### config.mk
export PLATFORM = sky130hd
export DESIGN_NAME = tecdrv_regs
export DESIGN_NICKNAME = d
export VERILOG_FILES = /design/src/pkg/tecdrv_pkg.sv /design/src/pkg/tecdrv_flag_if.sv /design/src/hw/tecdrv_status_latch.sv /design/src/hw/tecdrv_regs.sv
export SDC_FILE = /design/constraint.sdc
export NUM_CORES = 1
export LEC_CHECK = 0
export BUFFER_PORTS_ARGS = -buffer_cell sky130_fd_sc_hd__buf_2
export CORE_MARGIN = 2
export CORE_UTILIZATION = 53
export CTS_BUF_LIST = sky130_fd_sc_hd__clkbuf_4 sky130_fd_sc_hd__clkbuf_8
export CTS_CLUSTER_DIAMETER = 60
export DETAILED_ROUTE_END_ITERATION = 8
export PLACE_DENSITY = 0.8
export SLEW_MARGIN = 20
export SYNTH_ARGS = -nofsm -noshare
export SYNTH_HDL_FRONTEND = slang
export SYNTH_SLANG_ARGS = --single-unit
### constraint.sdc
create_clock -name clk_i -period 2.8 [get_ports clk_i]
set_input_delay 0.56 -clock clk_i [delete_from_list [all_inputs] [get_ports clk_i]]
set_output_delay 0.56 -clock clk_i [all_outputs]
set_load 0.03 [all_outputs]
### src/pkg/tecdrv_pkg.sv
// Constants, field layout and types shared by the cooler-driver register bank.
`default_nettype none
package tecdrv_pkg;
	localparam int CLK_KHZ = 25000;
	localparam int DIS_SHORT_MS = 30;
	localparam int SS_SHORTEST_MS = 15;

	localparam int REG_W = 8;
	localparam int BUS_ADDR_W = 7;
	localparam int CODE_W = 6;
	localparam int NFLAGS = 4;

	localparam logic [7:0] OFF_CTRL = 8'h00;
	localparam logic [7:0] OFF_HEAT_CAP = 8'h01;
	localparam logic [7:0] OFF_COOL_CAP = 8'h02;

	localparam logic [7:0] RST_CTRL = 8'h91;
	localparam logic [7:0] RST_CURRENT_CAP = 8'hA6;
	localparam logic [7:0] RDATA_UNMAPPED = 8'h00;

	localparam int CTRL_MON_BIT = 7;
	localparam int CTRL_DIS_BIT = 4;
	localparam int CTRL_SS_LSB = 2;
	localparam int CTRL_REFRESH_BIT = 1;
	localparam int CTRL_PWR_BIT = 0;
	localparam int CAP_EN_BIT = 7;
	localparam logic [1:0] SS_LONGEST_SHIFT = 2'h3;

	localparam logic [6:0] ADDR_STRAP_LOW = 7'h21;
	localparam logic [6:0] ADDR_STRAP_FLOAT = 7'h60;

	localparam logic [11:0] CURRENT_STEP_MA = 12'h027;
	localparam logic [5:0] CURRENT_MAX_CODE = 6'h34;
	localparam logic [11:0] CURRENT_MAX_MA = 12'h7EC;
	localparam logic [15:0] VOLTAGE_STEP_DMV = 16'h03D0;
	localparam logic [5:0] VOLTAGE_MAX_CODE = 6'h39;

	localparam int FLAG_VOLT = 0;
	localparam int FLAG_CURR = 1;
	localparam int FLAG_OT = 2;
	localparam int FLAG_OTW = 3;

	typedef enum logic [1:0] {
		MODE_BOUNDARY = 2'h0,
		MODE_COOL     = 2'h1,
		MODE_HEAT     = 2'h2,
		MODE_RESERVED = 2'h3
	} tecdrv_mode_e;
endpackage : tecdrv_pkg
`default_nettype wire

### src/pkg/tecdrv_flag_if.sv
// Carrier between the register bank and its sticky status flags.
`default_nettype none
interface tecdrv_flag_if #(parameter int N = 4);
	logic [N-1:0] set;
	logic         release_all;
	logic [N-1:0] flags;
	modport bank  (output set, output release_all, input flags);
	modport latch (input set, input release_all, output flags);
endinterface : tecdrv_flag_if
`default_nettype wire

### src/hw/tecdrv_status_latch.sv
// Sticky status flags released only on request.
`default_nettype none
module tecdrv_status_latch #(
	parameter int N = 4
) (
	input  wire logic     clk_i,
	input  wire logic     rst_b_i,
	input  wire logic     en_i,
	tecdrv_flag_if.latch  fl
);
	if (N < 1) begin : g_chk
		$error("Flag count must be at least one.");
	end

	logic [N-1:0] flags_q;
	logic [N-1:0] flags_d;

	// A condition present in the release cycle survives it.
	always_comb begin
		flags_d = flags_q;
		if (en_i) begin
			flags_d = (fl.release_all ? '0 : flags_q) | fl.set; // [RULE15]
		end
	end

	always_ff @(posedge clk_i or negedge rst_b_i) begin
		if (!rst_b_i) begin
			flags_q <= '0;
		end else begin
			flags_q <= flags_d;
		end
	end

	assign fl.flags = flags_q;
endmodule : tecdrv_status_latch
`default_nettype wire

### src/hw/tecdrv_regs.sv
// Configuration register bank of the cooler driver with its setting outputs.
// Notes on behaviour
// RULE1 - Every register is eight bits, bit 0 least significant.
// RULE2 - Multi-bit fields are unsigned binary codes.
// RULE3 - Bus address 0x21 with strap low, 0x60 when floating.
// RULE4 - Control bit 7 picks monitor: voltage at 0, current at 1; resets 1.
// RULE5 - Control bit 4 picks discharge: 60 ms at 0, 30 ms at 1; resets 1.
// RULE6 - Control bits 3:2 pick soft start 120, 60, 30 or 15 ms.
// RULE7 - Writing 1 to control bit 1 releases flags, then clears itself.
// RULE8 - Control bit 0 enables the power stage; resets 1.
// RULE9 - Heating cap register bit 7 enables heating current capping.
// RULE10 - Heating cap bits 5:0 hold the code, reset 100110; bit 6 reserved.
// RULE11 - Cooling cap register bit 7 enables cooling current capping.
// RULE12 - Cooling cap bits 5:0 hold the code, reset 100110; bit 6 reserved.
// RULE13 - Current code maps to 39 mA per step, 2028 mA at most.
// RULE14 - Voltage code maps to 97.6 mV per step, 5563.2 mV at most.
// RULE15 - Limit and temperature flags latch until a release is requested.
// RULE16 - Mode 01 cooling, 10 heating; matching limits apply per mode.
// RULE17 - A host write reaches the setting outputs on the next cycle; the discharge and soft-start counts and the caps arrive one cycle after that.
// RULE18 - The host avoids reserved limit codes.
`default_nettype none
module tecdrv_regs #(
	parameter int DUR_W = 24,
	parameter int DIS_MIN_CYC = tecdrv_pkg::DIS_SHORT_MS * tecdrv_pkg::CLK_KHZ,
	parameter int SS_MIN_CYC = tecdrv_pkg::SS_SHORTEST_MS * tecdrv_pkg::CLK_KHZ
) (
	input  wire logic        clk_i,
	input  wire logic        rst_b_i,
	input  wire logic        en_i,
	input  wire logic        addr_strap_low_i,
	input  wire logic [6:0]  bus_addr_i,
	input  wire logic        bus_wr_i,
	input  wire logic        bus_rd_i,
	input  wire logic [7:0]  reg_addr_i,
	input  wire logic [7:0]  wdata_i,
	input  wire logic [1:0]  mode_i,
	input  wire logic [5:0]  heat_voltage_cap_code_i,
	input  wire logic [5:0]  cool_voltage_cap_code_i,
	input  wire logic [3:0]  status_event_i,
	output logic [7:0]       rdata_o,
	output logic             ack_o,
	output logic [6:0]       own_addr_o,
	output logic             monitor_output_select_o,
	output logic             discharge_duration_sel_o,
	output logic [DUR_W-1:0] discharge_cycles_o,
	output logic [DUR_W-1:0] soft_start_cycles_o,
	output logic             power_stage_en_o,
	output logic [1:0]       mode_o,
	output logic             current_cap_en_o,
	output logic [11:0]      current_cap_ma_o,
	output logic [15:0]      voltage_cap_dmv_o,
	output logic [3:0]       status_latched_o
);
	if (DUR_W < 2 || DUR_W > 31 || DIS_MIN_CYC < 1 || SS_MIN_CYC < 1
		|| longint'(SS_MIN_CYC) * 8 >= (longint'(1) << DUR_W)
		|| longint'(DIS_MIN_CYC) * 2 >= (longint'(1) << DUR_W)) begin : g_chk
		$error("Duration counts do not fit DUR_W.");
	end

	logic       rst_m_q, rst_q;
	logic       strap_done_q, strap_done_d;
	logic [6:0] own_addr_q, own_addr_d;
	logic [7:0] ctrl_q, ctrl_d, heat_q, heat_d, cool_q, cool_d;
	logic [7:0] rdata_q, rdata_d;
	logic       ack_q, ack_d;
	logic       hit, wr_hit, rd_hit;
	logic       dis_sel_q, dis_sel_d, mon_q, mon_d, pwr_q, pwr_d;
	logic [DUR_W-1:0] dis_cyc_q, dis_cyc_d, ss_cyc_q, ss_cyc_d;
	logic [1:0]  mode_q, mode_d;
	logic        cap_en_q, cap_en_d;
	logic [11:0] cap_ma_q, cap_ma_d;
	logic [15:0] vcap_q, vcap_d;
	logic [5:0]  icode, vcode;

	// Reset is released through two flops so every flop reset by rst_q leaves reset together.
	always_ff @(posedge clk_i or negedge rst_b_i) begin
		if (!rst_b_i) begin
			rst_m_q <= 1'b0;
			rst_q   <= 1'b0;
		end else begin
			rst_m_q <= 1'b1;
			rst_q   <= rst_m_q;
		end
	end

	tecdrv_flag_if #(.N(tecdrv_pkg::NFLAGS)) flag_bus ();

	tecdrv_status_latch #(.N(tecdrv_pkg::NFLAGS)) u_flags (
		.clk_i   (clk_i),
		.rst_b_i (rst_q),
		.en_i    (en_i),
		.fl      (flag_bus.latch)
	);

	assign flag_bus.set         = status_event_i;
	assign flag_bus.release_all = ctrl_q[tecdrv_pkg::CTRL_REFRESH_BIT]; // [RULE7]

	// The strap is sampled once after reset, never under the async reset.
	assign hit    = strap_done_q && (bus_addr_i == own_addr_q); // [RULE3]
	assign wr_hit = en_i && hit && bus_wr_i;
	assign rd_hit = en_i && hit && bus_rd_i && !bus_wr_i;

	always_comb begin
		strap_done_d = strap_done_q;
		own_addr_d   = own_addr_q;
		if (en_i && !strap_done_q) begin
			strap_done_d = 1'b1;
			own_addr_d   = addr_strap_low_i ? tecdrv_pkg::ADDR_STRAP_LOW
			                                : tecdrv_pkg::ADDR_STRAP_FLOAT; // [RULE3]
		end
	end

	// Register file: eight-bit words, all fields plain unsigned codes.
	always_comb begin
		ctrl_d  = ctrl_q;
		heat_d  = heat_q;
		cool_d  = cool_q;
		rdata_d = rdata_q;
		ack_d   = ack_q;
		if (en_i) begin
			ack_d = wr_hit || rd_hit;
			ctrl_d[tecdrv_pkg::CTRL_REFRESH_BIT] = 1'b0; // [RULE7]
			if (wr_hit) begin
				unique case (reg_addr_i)
					tecdrv_pkg::OFF_CTRL:     ctrl_d = wdata_i; // [RULE1] [RULE7]
					tecdrv_pkg::OFF_HEAT_CAP: heat_d = wdata_i; // [RULE9] [RULE10]
					tecdrv_pkg::OFF_COOL_CAP: cool_d = wdata_i; // [RULE11] [RULE12]
					default: ;
				endcase
			end
			if (rd_hit) begin
				unique case (reg_addr_i)
					tecdrv_pkg::OFF_CTRL:     rdata_d = ctrl_q;
					tecdrv_pkg::OFF_HEAT_CAP: rdata_d = heat_q;
					tecdrv_pkg::OFF_COOL_CAP: rdata_d = cool_q;
					default:                  rdata_d = tecdrv_pkg::RDATA_UNMAPPED;
				endcase
			end
		end
	end

	// Select and enable outputs follow a write one cycle later, counts and caps two cycles later, even while running.
	always_comb begin
		mon_d     = mon_q;
		dis_sel_d = dis_sel_q;
		pwr_d     = pwr_q;
		dis_cyc_d = dis_cyc_q;
		ss_cyc_d  = ss_cyc_q;
		mode_d    = mode_q;
		cap_en_d  = cap_en_q;
		cap_ma_d  = cap_ma_q;
		vcap_d    = vcap_q;
		icode     = '0;
		vcode     = '0;
		if (en_i) begin
			mon_d     = ctrl_d[tecdrv_pkg::CTRL_MON_BIT]; // [RULE4] [RULE17]
			dis_sel_d = ctrl_d[tecdrv_pkg::CTRL_DIS_BIT];
			pwr_d     = ctrl_d[tecdrv_pkg::CTRL_PWR_BIT]; // [RULE8] [RULE17]
			dis_cyc_d = ctrl_q[tecdrv_pkg::CTRL_DIS_BIT]
			            ? DUR_W'(DIS_MIN_CYC)
			            : DUR_W'(DIS_MIN_CYC * 2); // [RULE5]
			ss_cyc_d  = DUR_W'(SS_MIN_CYC) << (tecdrv_pkg::SS_LONGEST_SHIFT
			            - ctrl_q[tecdrv_pkg::CTRL_SS_LSB +: 2]); // [RULE6] [RULE2]
			// Boundary and reserved indications keep the last applied limits.
			if (mode_i == tecdrv_pkg::MODE_HEAT || mode_i == tecdrv_pkg::MODE_COOL) begin
				mode_d = mode_i; // [RULE16]
			end
			if (mode_q == tecdrv_pkg::MODE_HEAT) begin
				cap_en_d = heat_q[tecdrv_pkg::CAP_EN_BIT];
				icode    = heat_q[tecdrv_pkg::CODE_W-1:0];
				vcode    = heat_voltage_cap_code_i;
			end else begin
				cap_en_d = cool_q[tecdrv_pkg::CAP_EN_BIT];
				icode    = cool_q[tecdrv_pkg::CODE_W-1:0];
				vcode    = cool_voltage_cap_code_i;
			end // [RULE16]
			// Reserved codes saturate so a careless host cannot exceed the table.
			if (icode > tecdrv_pkg::CURRENT_MAX_CODE) begin
				icode = tecdrv_pkg::CURRENT_MAX_CODE;
			end
			if (vcode > tecdrv_pkg::VOLTAGE_MAX_CODE) begin
				vcode = tecdrv_pkg::VOLTAGE_MAX_CODE;
			end
			cap_ma_d = 12'({6'h00, icode} * tecdrv_pkg::CURRENT_STEP_MA); // [RULE13]
			vcap_d   = 16'({10'h000, vcode} * tecdrv_pkg::VOLTAGE_STEP_DMV); // [RULE14]
		end
	end

	always_ff @(posedge clk_i or negedge rst_q) begin
		if (!rst_q) begin
			strap_done_q <= 1'b0;
			own_addr_q   <= tecdrv_pkg::ADDR_STRAP_FLOAT;
			ctrl_q       <= tecdrv_pkg::RST_CTRL;
			heat_q       <= tecdrv_pkg::RST_CURRENT_CAP;
			cool_q       <= tecdrv_pkg::RST_CURRENT_CAP;
			rdata_q      <= tecdrv_pkg::RDATA_UNMAPPED;
			ack_q        <= 1'b0;
			mon_q        <= tecdrv_pkg::RST_CTRL[tecdrv_pkg::CTRL_MON_BIT];
			dis_sel_q    <= tecdrv_pkg::RST_CTRL[tecdrv_pkg::CTRL_DIS_BIT];
			pwr_q        <= tecdrv_pkg::RST_CTRL[tecdrv_pkg::CTRL_PWR_BIT];
			dis_cyc_q    <= DUR_W'(DIS_MIN_CYC);
			ss_cyc_q     <= DUR_W'(SS_MIN_CYC) << tecdrv_pkg::SS_LONGEST_SHIFT;
			mode_q       <= tecdrv_pkg::MODE_COOL;
			cap_en_q     <= tecdrv_pkg::RST_CURRENT_CAP[tecdrv_pkg::CAP_EN_BIT];
			cap_ma_q     <= '0;
			vcap_q       <= '0;
		end else begin
			strap_done_q <= strap_done_d;
			own_addr_q   <= own_addr_d;
			ctrl_q       <= ctrl_d;
			heat_q       <= heat_d;
			cool_q       <= cool_d;
			rdata_q      <= rdata_d;
			ack_q        <= ack_d;
			mon_q        <= mon_d;
			dis_sel_q    <= dis_sel_d;
			pwr_q        <= pwr_d;
			dis_cyc_q    <= dis_cyc_d;
			ss_cyc_q     <= ss_cyc_d;
			mode_q       <= mode_d;
			cap_en_q     <= cap_en_d;
			cap_ma_q     <= cap_ma_d;
			vcap_q       <= vcap_d;
		end
	end

	assign rdata_o                  = rdata_q;
	assign ack_o                    = ack_q;
	assign own_addr_o               = own_addr_q;
	assign monitor_output_select_o  = mon_q;
	assign discharge_duration_sel_o = dis_sel_q;
	assign discharge_cycles_o       = dis_cyc_q;
	assign soft_start_cycles_o      = ss_cyc_q;
	assign power_stage_en_o         = pwr_q;
	assign mode_o                   = mode_q;
	assign current_cap_en_o         = cap_en_q;
	assign current_cap_ma_o         = cap_ma_q;
	assign voltage_cap_dmv_o        = vcap_q;
	assign status_latched_o         = flag_bus.flags;
endmodule : tecdrv_regs
`default_nettype wire

### Yosys cells after proc, flatten, opt, wreduce, memory -nomap -nowiden

Cells that the tools add are included.

* logic and storage cells: 66
* bits in registers: 125
* output and inout bits: 102

* eq/ne operators: 6
* reductions and logical operators: 16
* multiplexer cells: 16
* bitwise logic cells: 1
* $lt $le $gt $ge: 2
* shift-type cells: 1
* add/sub/neg operators: 1
* $mul: 2

Operator list (count)
* 6-bit 2-to-1 mux: 8
* 6-bit by 6-bit multiplier with 12-bit output (second input constant): 2
* 8-bit 2-to-1 mux: 3
* 8-bit one-hot mux with 3 select lines: 1
* 19-bit by 2-bit << shifter with 24-bit output (first input constant): 1
* 21-bit 2-to-1 mux: 1
* 6-bit greater-than comparator (second input constant): 2
* 3-bit AND reduction: 3
* 8-bit by 1-bit equality test with 1-bit output (second input constant): 1
* 8-bit by 2-bit equality test with 1-bit output (second input constant): 1
* 8-bit zero test: 1
* 7-bit equality test: 1
* 7-bit 2-to-1 mux: 1
* 1-bit logical AND: 6
* 2-bit equality test (second input constant): 2
* 4-bit 2-to-1 mux: 1
* 4-bit OR: 1
* 2-bit AND reduction: 2
* 2-bit by 1-bit equality test with 1-bit output (second input constant): 1
* 1-bit zero test: 2
* 1-bit logical OR: 2
* 2-bit subtractor (first input constant): 1
* 1-bit 2-to-1 mux: 1

### Depth between registers and ports, before layout

Gate-level depths: netlist (run 1).

* word-level depth: 7
* gate-level depth with buffers: 19
* gate-level depth less buffers: 17

### Cells and area by module

Synthesis (run 1) repeated with hierarchy kept, for this count alone.

* cells, all modules: 514
* area, all modules: 5599.1 um^2

By module, submodules not included
* tecdrv_regs: cells an instance 505, instances 1, area an instance 5457.7 um^2
* tecdrv_status_latch: cells an instance 9, instances 1, area an instance 141.4 um^2

### Worst setup path before layout (run 1)

Ideal clock, no wire load.

* kind: register -> register
* start point: register mode_q[0] (netlist: mode_o[0])
* end point: register vcap_q[14] (netlist: voltage_cap_dmv_o[14])
* setup time: 0.131 ns
* slack: -1.796 ns
* buffers on the path: 1
* data arrival time: 4.465 ns
* period minus slack after synthesis: 4.596 ns
* cell stages (with the launch flop): 17
* cells stage by stage: dfstp_2 -> nand2b_1 -> buf_2 -> mux2_2 -> a21boi_1 -> nor3_1 -> a21oi_1 -> ha_1 -> fa_1 -> inv_1 -> fa_1 -> fa_1 -> nor2b_1 -> o21ai_0 -> a21boi_0 -> or3_1 -> nand3_1

* word-level cells in the longest chain between the ends: 7

RTL lines
* start, declared: RTL line tecdrv_regs.sv:69 `logic [1:0] mode_q, mode_d;`
* start signal, assigned: RTL line tecdrv_regs.sv:203 `mode_q <= tecdrv_pkg::MODE_COOL;`
* start signal, assigned: RTL line tecdrv_regs.sv:220 `mode_q <= mode_d;`
* 2-bit equality test *: RTL line tecdrv_regs.sv:168 `if (mode_q == tecdrv_pkg::MODE_HEAT) begin`
* 6-bit 2-to-1 mux *: RTL line tecdrv_regs.sv:168
* 6-bit 2-to-1 mux *: RTL line tecdrv_regs.sv:155 `if (en_i) begin`
* 6-bit greater-than comparator: RTL line tecdrv_regs.sv:181 `if (vcode > tecdrv_pkg::VOLTAGE_MAX_CODE) begin`
* 6-bit 2-to-1 mux *: RTL line tecdrv_regs.sv:181
* 6-bit 2-to-1 mux *: RTL line tecdrv_regs.sv:155
* 6-bit by 6-bit multiplier with 12-bit output *: RTL line tecdrv_regs.sv:185 `vcap_d = 16'({10'h000, vcode} * tecdrv_pkg::VOLTAGE_STEP_DMV);`
* end signal, assigned: RTL line tecdrv_regs.sv:223 `vcap_q <= vcap_d;`
* end, declared: RTL line tecdrv_regs.sv:72 `logic [15:0] vcap_q, vcap_d;`

Mark *: on every way between the ends. The rest lies on a longest branch, timed or not. The select of a mux whose other input is x is not followed.
A chain may end at the register's enable or synchronous reset.

### Final worst setup path (run 1)

* start point: register mode_q[0] (netlist: mode_o[0])
* end point: register vcap_q[15] (netlist: voltage_cap_dmv_o[15])

Same word-level chain as after synthesis.

==> flow_summary.yaml, run 1 <==
clock_network:
  cts-htree-levels: 3
  cts-root-buf: "clkbuf_8"
  tritoncts: "built"
  cts.sinks: 85
  clock_latency_ps: 350
  clk_pin_slew_ps: 90
  clk_path_buf_depth: 2
  cts_buffers: 9
power_and_ir_drop:
  seq_power_share: 0.286
  ir_drop_v: 0.0005629
  power_frac_clock: 0.212
  switchingPower_w: 0.001782
  internal-power_w: 0.003072
  p_per_area_nw_per_um2: 658.7
  switching_share: 0.3671
  pwr-share-comb: 0.502
  finalPower_w: 0.004854
  p_leak_nw: 3.812
worst_setup_path:
  path_max_fanout: 8
  cp-start-kind: "register"
  regToRegSetupSlack_ps: -1290
  setup.worst_path.end_class: "register"
  setup.worst_path.end: "voltage_cap_dmv_o[15]$_DFFE_PN0P_"
  r2r-end: "voltage_cap_dmv_o[15]$_DFFE_PN0P_"
  critical_path_class: "reg2reg"
  worstReg2RegStart: "mode_o[0]$_DFFE_PN1P_"
  r2r_cells: 16
  arrival_ps: 4350
  startpoint: "mode_o[0]$_DFFE_PN1P_"
  cp.required_ps: 3060
sta:
  fin_worst_skew_ps: 8.072
  hold_viol: 0
  finalMaxSlewViolations: 0
  period_share: 1.462
  slew_headroom: 0.5928
  fin_setup_tns_ps: -16350
  max_freq_ghz: 0.2443
  finalSetupViolCount: 18
  setup_ws_ps: -1293
  worst_pin_slew_ps: 610.7
  fin_crit_ps: 4093
  rsz0062_at_grt: "yes"
global_routing:
  grt-ovfl-total: 0
  grt_first_pass_wirelength_mm: 21.22
  grt_pass1_vias: 4499
  grt_max_degree: 84
  gr-usage-all-layers: 0.2345
  antenna_found_initial: 0
logic_synthesis:
  ys_async_sr_fraction: 1.000
  synthDistinctLibCells: 53
  avgSynthCellArea_sq_um: 10.86
  synth-compound-area-share: 0.08550
  yosysSeqAreaShare: 0.3859
  synth-seq-cells: 85
  yosys.area_share.simple: 0.09109
  synth_top_family_by_area: "adder cells"
  synth_fa_ha_area_frac: 0.1625
  synth-xor-area-share: 0.01880
  synth_mux_area_frac: 0.1538
  synth-edff-count: 0
  synthDominantCellAreaShare: 0.2731
  yosys.area.top_type: "dfrtp_1"
  yosys_most_used_dff: "dfrtp_1"
  syn_inst: 515
  yosys_warnings: 0
  synth_area_sq_um: 5590
  synth_area_leaders: "dfrtp_1 27%, dfstp_2 11%, mux2_2 11%"
floorplan:
  boundaryPins: 149
  die_width_um: 106.7
  core_area_sq_um: 10280
  die_area_sq_um: 11380
  start_util: 0.5439
  rows: 37
  die_h_um: 106.7
cells_and_area:
  nets: 808
  area_growth_pct: 31.80
  fin_area_sq_um: 7368
  num_antenna_cells: 0
  stdcell_count: 839
  layout-drive-gt1-share: 0.5249
  final_cell_mix: "120 x buf_2, 78 x buf_4, 60 x dfrtp_1"
  final_common_cell: "buf_2"
status:
  violations: "negative setup slack"
  status: "finished with violations"
drt:
  vias: 4368
  viasPerCell: 5.206
  drt-total-wl_mm: 12.93
  avgRoutedWirePerCell_um: 15.42
  dr.pass1.iters: 4
  drcViolationCount: 0
  final_antenna_net_count: 0
  drt_iter0_markers: 162
placement:
  dpl.hpwl_mm: 9.521
  placed_area_sq_um: 6873
  io_buffers: 120
  gp_congestion: 0.8633
  dp.cells: 815
run:
  maxCapViolations: 0
hold_path:
  hp-class: "reg2async"
## power groups by stage
stage               sequential (W)  combinational (W)  clock, W
floorplan                  0.00160            0.00123         0
global placement           0.00142            0.00196         0
detailed placement         0.00143            0.00204         0
CTS                        0.00141            0.00229   0.00106
global route               0.00140            0.00265   0.00110
finish                     0.00139            0.00244   0.00103
## final cells by class
type / count / area (sq um)
multi-input cells: 351 / 3369
fillers: 778 / 2909
flip-flops and latches: 85 / 2161
repair buffers: 202 / 1246
inverters: 49 / 183.9
well taps: 136 / 170.2
clock buffers: 12 / 158.9
clock inverters: 4 / 78.83
## metal layers
layer	vias up	wire length (um)	part of all wire	track usage
met5	-	0	0	0
met4	0	143	0.011	0.06957
met3	9	654	0.051	0.03891
met2	141	6509	0.50	0.4145
met1	2166	5627	0.44	0.2953
li1	2052	-	-	-
## Yosys cell counts (9+ instances only)
master / instances
nor2_1: 37
o21ai_0: 16
mux2i_1: 18
inv_1: 49
mux2_2: 55
dfstp_2: 24
buf_4: 44
xnor2_1: 9
fa_1: 16
ha_1: 47
nand2_1: 18
dfrtp_1: 61
a21oi_1: 26
## worst min path at each step
stage | from | endpoint | slack (ps)
6_report | rst_q$_DFF_PN0_ | soft_start_cycles_o[17]$_DFFE_PN0P_ | 240
5_1_grt | rst_q$_DFF_PN0_ | soft_start_cycles_o[13]$_DFFE_PN0P_ | 280
4_1_cts | addr_strap_low_i | own_addr_o[6]$_DFFE_PN1P_ | 330
3_5_place_dp | rst_m_q$_DFF_PN0_ | rst_q$_DFF_PN0_ | 340
3_3_place_gp | rst_b_i | rst_m_q$_DFF_PN0_ | 340
2_1_floorplan | rst_b_i | rst_m_q$_DFF_PN0_ | 260
## state kept, by name (all words and copies together) (netlist names)
signal	count
current_cap_ma_o	12
voltage_cap_dmv_o	12
soft_start_cycles_o	11
cool_q	8
ctrl_q	8
heat_q	8
rdata_o	8
u_flags.fl.flags	4
discharge_cycles_o	2
mode_o	2
own_addr_o	2
ack_o	1
current_cap_en_o	1
discharge_duration_sel_o	1
monitor_output_select_o	1
power_stage_en_o	1
rst_m_q	1
rst_q	1
strap_done_q	1
## critical path, cell delays in order (launching register included)
cell and delay (ps):
dfstp_2 540, nand2b_4 180, mux2_4 320, a21boi_4 180
a21boi_2 190, a21oi_2 90, ha_1 290, fa_1 510
inv_2 50, fa_1 520, inv_1 50, ha_1 270
a21o_1 160, a21o_1 190, a21oi_2 180, nor3_2 60
o31ai_1 220
## cells by family after synthesis
group | Yosys count
buffers and inverters | 106
flip-flops | 85
AO/OA/AOI/OAI | 76
adder cells (fa/ha/maj) | 63
other | 2
multiplexers | 77
XOR/XNOR | 12
AND/OR/NAND/NOR | 94
## through the flow
step           hold WS, ps  setup slack [ps]    util
5_1_grt              283.6             -1408  0.7169
3_3_place_gp         339.2             -1111  0.6687
4_1_cts              325.9             -1237  0.7060
2_1_floorplan        264.4             -1375       -
6_report             244.3             -1293  0.7169
3_5_place_dp         340.2             -1275  0.6687
## what timing repair did
item	in CTS	in global routing
hold endpoints to repair	2	0
hold buffers	1	0
resized for setup	21	12
pin swaps	13	17
setup buffers	5	3
endpoints found under the setup margin	18	18
No activity file was read; power rests on OpenSTA's default activity.
==> run 2, diff against run 1 <==
Clock period 2.8 ns to 4.9 ns, I/O delays scaled along.
==> run 2 against run 1 <==
The run now ends clean; clock power fell by 44%; final cell count fell by 8.6%; sequential cell count did not move; via count fell by 8.8%; register-to-register slack improved by 1600 ps.
==> flow_summary.yaml, run 2 (same netlist as run 1, synthesis figures left out) <==
status:
  status: "complete, no violations"
sta:
  worst_pin_slew_ps: 917.8
  hold_viol: 0
  max_freq_ghz: 0.2164
  finalMaxSlewViolations: 0
  finalSetupViolCount: 0
  fin_crit_ps: 4621
  period_share: 0.9431
  fin_setup_tns_ps: 0
  fin_worst_skew_ps: 13.96
  rsz0062_at_grt: "no"
  slew_headroom: 0.3866
global_routing:
  antenna_found_initial: 0
  grt-ovfl-total: 0
  grt_max_degree: 84
  grt_first_pass_wirelength_mm: 18.42
  grt_pass1_vias: 3926
  gr-usage-all-layers: 0.2032
clock_network:
  cts_buffers: 9
  cts.sinks: 85
  clock_latency_ps: 370
  clk_path_buf_depth: 2
  tritoncts: "built"
  cts-root-buf: "clkbuf_8"
  cts_setup_buffers: 0
  clk_pin_slew_ps: 100
  cts-htree-levels: 3
  ctsHoldBuffers: 0
hold_path:
  hp-class: "reg2async"
worst_setup_path:
  setup.worst_path.end_class: "register"
  slowest_stage: "dfstp_2"
  path_buf_inv: 2
  path_max_fanout: 7
  cp-start-kind: "register"
  critPathMaxStageDelay_ps: 570
  cp_common_cell: "ha_1"
  cp.required_ps: 5150
  critical_path_class: "reg2reg"
  arrival_ps: 4870
  critPathTopFamily: "adder cells"
  crit_path_cell_trace: "nand2b_2 > mux2_2 > ha_1 > and3_1 > nor2_1 > inv_1 > fa_1 > inv_1 > ha_1 > ha_1 > fa_1 > a211oi_1 > o21bai_1 > a211oi_1 > a21oi_1 > mux2_2"
placement:
  gp_congestion: 0.8970
  io_buffers: 120
  dp.cells: 750
  dpl.hpwl_mm: 8.394
power_and_ir_drop:
  ir_drop_v: 0.0002166
  p_per_area_nw_per_um2: 365.9
  p_leak_nw: 3.407
cells_and_area:
  regArea_sq_um: 2161
  num_antenna_cells: 0
  final_common_cell: "buf_2"
  nets: 736
  nFillCells: 877
  layout-drive-gt1-share: 0.3835
  final_cell_mix: "120 x buf_2, 60 x dfrtp_1, 55 x mux2_2"
  area_growth_pct: 14.62
  multi_input_area_sq_um: 2972
  stdcell_count: 767
floorplan:
  die_width_um: 106.7
  rows: 37
  start_util: 0.5439
  die_h_um: 106.7
  boundaryPins: 149
  core_area_sq_um: 10280
  die_area_sq_um: 11380
drt:
  drcViolationCount: 0
  dr.pass1.iters: 4
  viasPerCell: 5.193
  avgRoutedWirePerCell_um: 14.32
  drt_iter0_markers: 169
  vias: 3983
  final_antenna_net_count: 0
  drt-total-wl_mm: 10.98
run:
  maxCapViolations: 0
## run 2: through the flow
step / worst slack [ps] / power [W] / util / hold WS [ps] / cell area, sq um
6_report: 278.6 / 0.002344 / 0.6234 / 310.9 / 6407
5_1_grt: 45.34 / 0.002513 / 0.6234 / 354.3 / 6407
4_1_cts: 130.0 / 0.002364 / 0.6213 / 362.1 / 6385
3_5_place_dp: 150.1 / 0.001780 / 0.5986 / 343.5 / 6152
3_3_place_gp: 309.4 / 0.001750 / 0.5986 / 338.8 / 6152
2_1_floorplan: 303.9 / 0.001563 / - / 331.2 / 5692
## run 2: final timing paths
path | depth (start not counted) | to | slack, ps | startpoint
setup / recovery | 16 | current_cap_ma_o[9]$_DFFE_PN0P_ | 280 | mode_o[0]$_DFFE_PN1P_
hold / removal | 0 | rdata_o[6]$_DFFE_PN0P_ | 310 | rst_q$_DFF_PN0_
setup reg to reg | 16 | current_cap_ma_o[9]$_DFFE_PN0P_ | 280 | mode_o[0]$_DFFE_PN1P_
hold reg to reg | 0 | rdata_o[6]$_DFFE_PN0P_ | 310 | rst_q$_DFF_PN0_
max in group asynchronous | 1 | discharge_cycles_o[19]$_DFFE_PN1P_ | 3920 | rst_q$_DFF_PN0_
min in group clk_i | 0 | rst_q$_DFF_PN0_ | 360 | rst_m_q$_DFF_PN0_
## run 2: report_power, final
part	internal, W	switching [W]
sequential	0.000762	0.0000368
combinational	0.000396	0.000575
clock	0.000305	0.000270
## run 2: routing by layer
metal / up-vias / GRT usage / share of wire
li1: 1907 / - / -
met1: 1935 / 0.2557 / 0.43
met2: 127 / 0.3508 / 0.50
met3: 14 / 0.03587 / 0.051
met4: 0 / 0.07421 / 0.017
met5: - / 0 / 0
## run 2: repair_timing
| action | in CTS | in global routing |
|---|---|---|
| endpoints found under the setup margin | 0 | 7 |
| resized for setup | 0 | 1 |
| hold endpoints to repair | 0 | 0 |
## run 2: worst register-to-register path, delay by kind of cell, from the launching register on
| kind | cells | cell delay, ps |
|---|---|---|
| fa+ha+maj | 5 | 1590 |
| mux | 2 | 660 |
| simple gates | 3 | 710 |
| flops | 1 | 570 |
| compound gates | 4 | 820 |
| buf+inv | 2 | 160 |
## run 2: cell type report
type	count	share of cell area
multi-input cells	351	0.4638
flip-flops and latches	85	0.3372
repair buffers	130	0.1074
inverters	49	0.02871
well taps	136	0.02656
clock buffers	10	0.02148
clock inverters	6	0.01484
==> run 3, diff against run 2 <==
Settings changed: CORE_UTILIZATION 53 to 50, PLACE_DENSITY 0.8 to 0.79.
Clock period 4.9 ns to 4.2 ns, I/O delays scaled along.
==> run 3 against run 2 <==
Die area is 5.8% higher; global-route usage is 0.61 points higher; register-to-register slack lost 240 ps; clock power grew 5.9%; critical path depth increased by 1; power rose by 21%; sequential cell count stayed put; routed wire length rose by 14%; hold slack worse by 70 ps; sequential power up 18%; critical endpoint is now voltage_cap_dmv_o[15]$_DFFE_PN0P_.
==> flow_summary.yaml, run 3 (same netlist as run 1, synthesis figures left out) <==
worst_setup_path:
  critical_path_class: "reg2reg"
  r2r-end: "voltage_cap_dmv_o[15]$_DFFE_PN0P_"
  slowest_stage: "dfstp_2"
  crit_path_cell_trace: "nand2b_4 > buf_6 > mux2i_2 > nand2_1 > a21boi_4 > a21oi_2 > ha_1 > fa_1 > inv_2 > fa_1 > inv_1 > ha_1 > a21o_1 > a21o_1 > a21oi_2 > nor3_2 > o31ai_1"
  cp.required_ps: 4480
  worstReg2RegStart: "mode_o[0]$_DFFE_PN1P_"
  critPathMaxStageDelay_ps: 560
  setup.worst_path.end_class: "register"
  path_max_fanout: 3
  r2r_cells: 17
  cp-start-kind: "register"
  regToRegSetupSlack_ps: 40
  arrival_ps: 4440
global_routing:
  grt_max_degree: 84
  grt_pass1_vias: 4002
  grt_first_pass_wirelength_mm: 19.39
  grt-ovfl-total: 0
  antenna_found_initial: 0
  gr-usage-all-layers: 0.2093
cells_and_area:
  final_util: 0.6196
  area_growth_pct: 20.68
  final_common_cell: "buf_2"
  nets: 749
  layout-drive-gt1-share: 0.4519
  final_cell_mix: "120 x buf_2, 59 x dfrtp_1, 53 x mux2_2"
  stdcell_count: 784
  nFillCells: 862
  num_antenna_cells: 0
power_and_ir_drop:
  pwr-share-comb: 0.454
  internal-power_w: 0.001712
  ir_drop_v: 0.0002937
  finalPower_w: 0.002838
  p_per_area_nw_per_um2: 420.7
  power_frac_clock: 0.215
  switchingPower_w: 0.001126
  p_leak_nw: 3.467
  seq_power_share: 0.331
  switching_share: 0.3968
sta:
  rsz0062_at_grt: "yes"
  fin_crit_ps: 4164
  hold_viol: 0
  worst_pin_slew_ps: 687.0
  whs_ps: 240.9
  period_share: 0.9913
  finalMaxSlewViolations: 0
  slew_headroom: 0.5411
  finalSetupViolCount: 0
  fin_worst_skew_ps: 8.126
  max_freq_ghz: 0.2402
placement:
  io_buffers: 120
  dp.cells: 762
  gp_congestion: 0.8342
  dpl.hpwl_mm: 9.164
clock_network:
  cts-root-buf: "clkbuf_8"
  cts-htree-levels: 3
  cts.sinks: 85
  cts_buffers: 9
  clk_pin_slew_ps: 90
  tritoncts: "built"
  clock_latency_ps: 370
  clk_path_buf_depth: 2
  ctsHoldBuffers: 0
floorplan:
  die_h_um: 109.7
  boundaryPins: 149
  die_area_sq_um: 12040
  die_width_um: 109.7
  core_area_sq_um: 10890
  rows: 38
  start_util: 0.5134
drt:
  drt-total-wl_mm: 12.56
  drt_iter0_markers: 179
  final_antenna_net_count: 0
  viasPerCell: 5.236
  drcViolationCount: 0
  vias: 4105
  avgRoutedWirePerCell_um: 16.02
  dr.pass1.iters: 4
hold_path:
  hp-class: "in2async"
status:
  status: "complete, no violations"
run:
  maxCapViolations: 0
[run 3: changes by cell type in the layout (fill, tap and decap cells not counted), sizes merged]
| cell | delta |
|---|---|
| buf | +12 |
| inv | +2 |
| bufinv | -1 |
| clkbuf | -1 |
| clkinvlp | +1 |
| nand2b | +1 |
| clkinv | -1 |
[run 3: worst max path at each step]
stage,slack (ps),end,from,depth (start not counted)
floorplan,3,current_cap_ma_o[9]$_DFFE_PN0P_,mode_o[0]$_DFFE_PN1P_,19
global placement,30,voltage_cap_dmv_o[15]$_DFFE_PN0P_,heat_voltage_cap_code_i[4],16
detailed placement,-50,voltage_cap_dmv_o[15]$_DFFE_PN0P_,heat_voltage_cap_code_i[4],16
CTS,40,voltage_cap_dmv_o[15]$_DFFE_PN0P_,mode_o[0]$_DFFE_PN1P_,17
global route,-110,voltage_cap_dmv_o[15]$_DFFE_PN0P_,mode_o[0]$_DFFE_PN1P_,17
finish,40,voltage_cap_dmv_o[15]$_DFFE_PN0P_,mode_o[0]$_DFFE_PN1P_,17
[run 3: power groups by stage]
stage                     Sequential (W)  Combinational [W]  Clock (W)
after global placement          0.000958            0.00115          0
after CTS                       0.000946            0.00121   0.000628
after floorplan                  0.00106           0.000805          0
after global routing            0.000949            0.00145   0.000661
after detailed placement        0.000961            0.00120          0
final                           0.000941            0.00129   0.000609
[run 3: through the flow]
stage,area (sq um),setup slack [ps],setup TNS (ps)
CTS,6553,39.09,0
floorplan,5838,2.713,0
global route,6746,-110.6,-392.5
detailed placement,6347,-51.87,-72.74
finish,6746,36.34,0
global placement,6347,29.87,0
[run 3: final cells by class]
type	count	area [sq um]	area share
multi-input cells	352	3223	0.4777
flip-flops and latches	85	2162	0.3205
repair buffers	142	794.5	0.1178
inverters	49	186.4	0.02763
well taps	140	175.2	0.02596
clock buffers	9	123.9	0.01836
clock inverters	7	81.33	0.01205
[run 3: repair_timing]
item                       CTS  global route
setup buffers                0             4
setup endpoints to repair    0             8
gates resized for setup      0            29
[run 3: worst max-delay path: cells and delay by family, from the launching register on]
kind | cells | cell delay [ps]
AND/OR/NAND/NOR | 3 | 360
flip-flops | 1 | 560
buffers and inverters | 3 | 230
multiplexers | 1 | 240
AO/OA/AOI/OAI | 6 | 1050
adder cells (fa/ha/maj) | 4 | 1630
[run 3: metal layers]
| metal | global-route usage | up-vias | wire length, um |
|---|---|---|---|
| met2 | 0.3633 | 108 | 6541 |
| li1 | - | 1932 | - |
| met4 | 0.07776 | 0 | 227 |
| met1 | 0.2660 | 2046 | 5334 |
| met3 | 0.02786 | 19 | 454 |
| met5 | 0 | - | 0 |
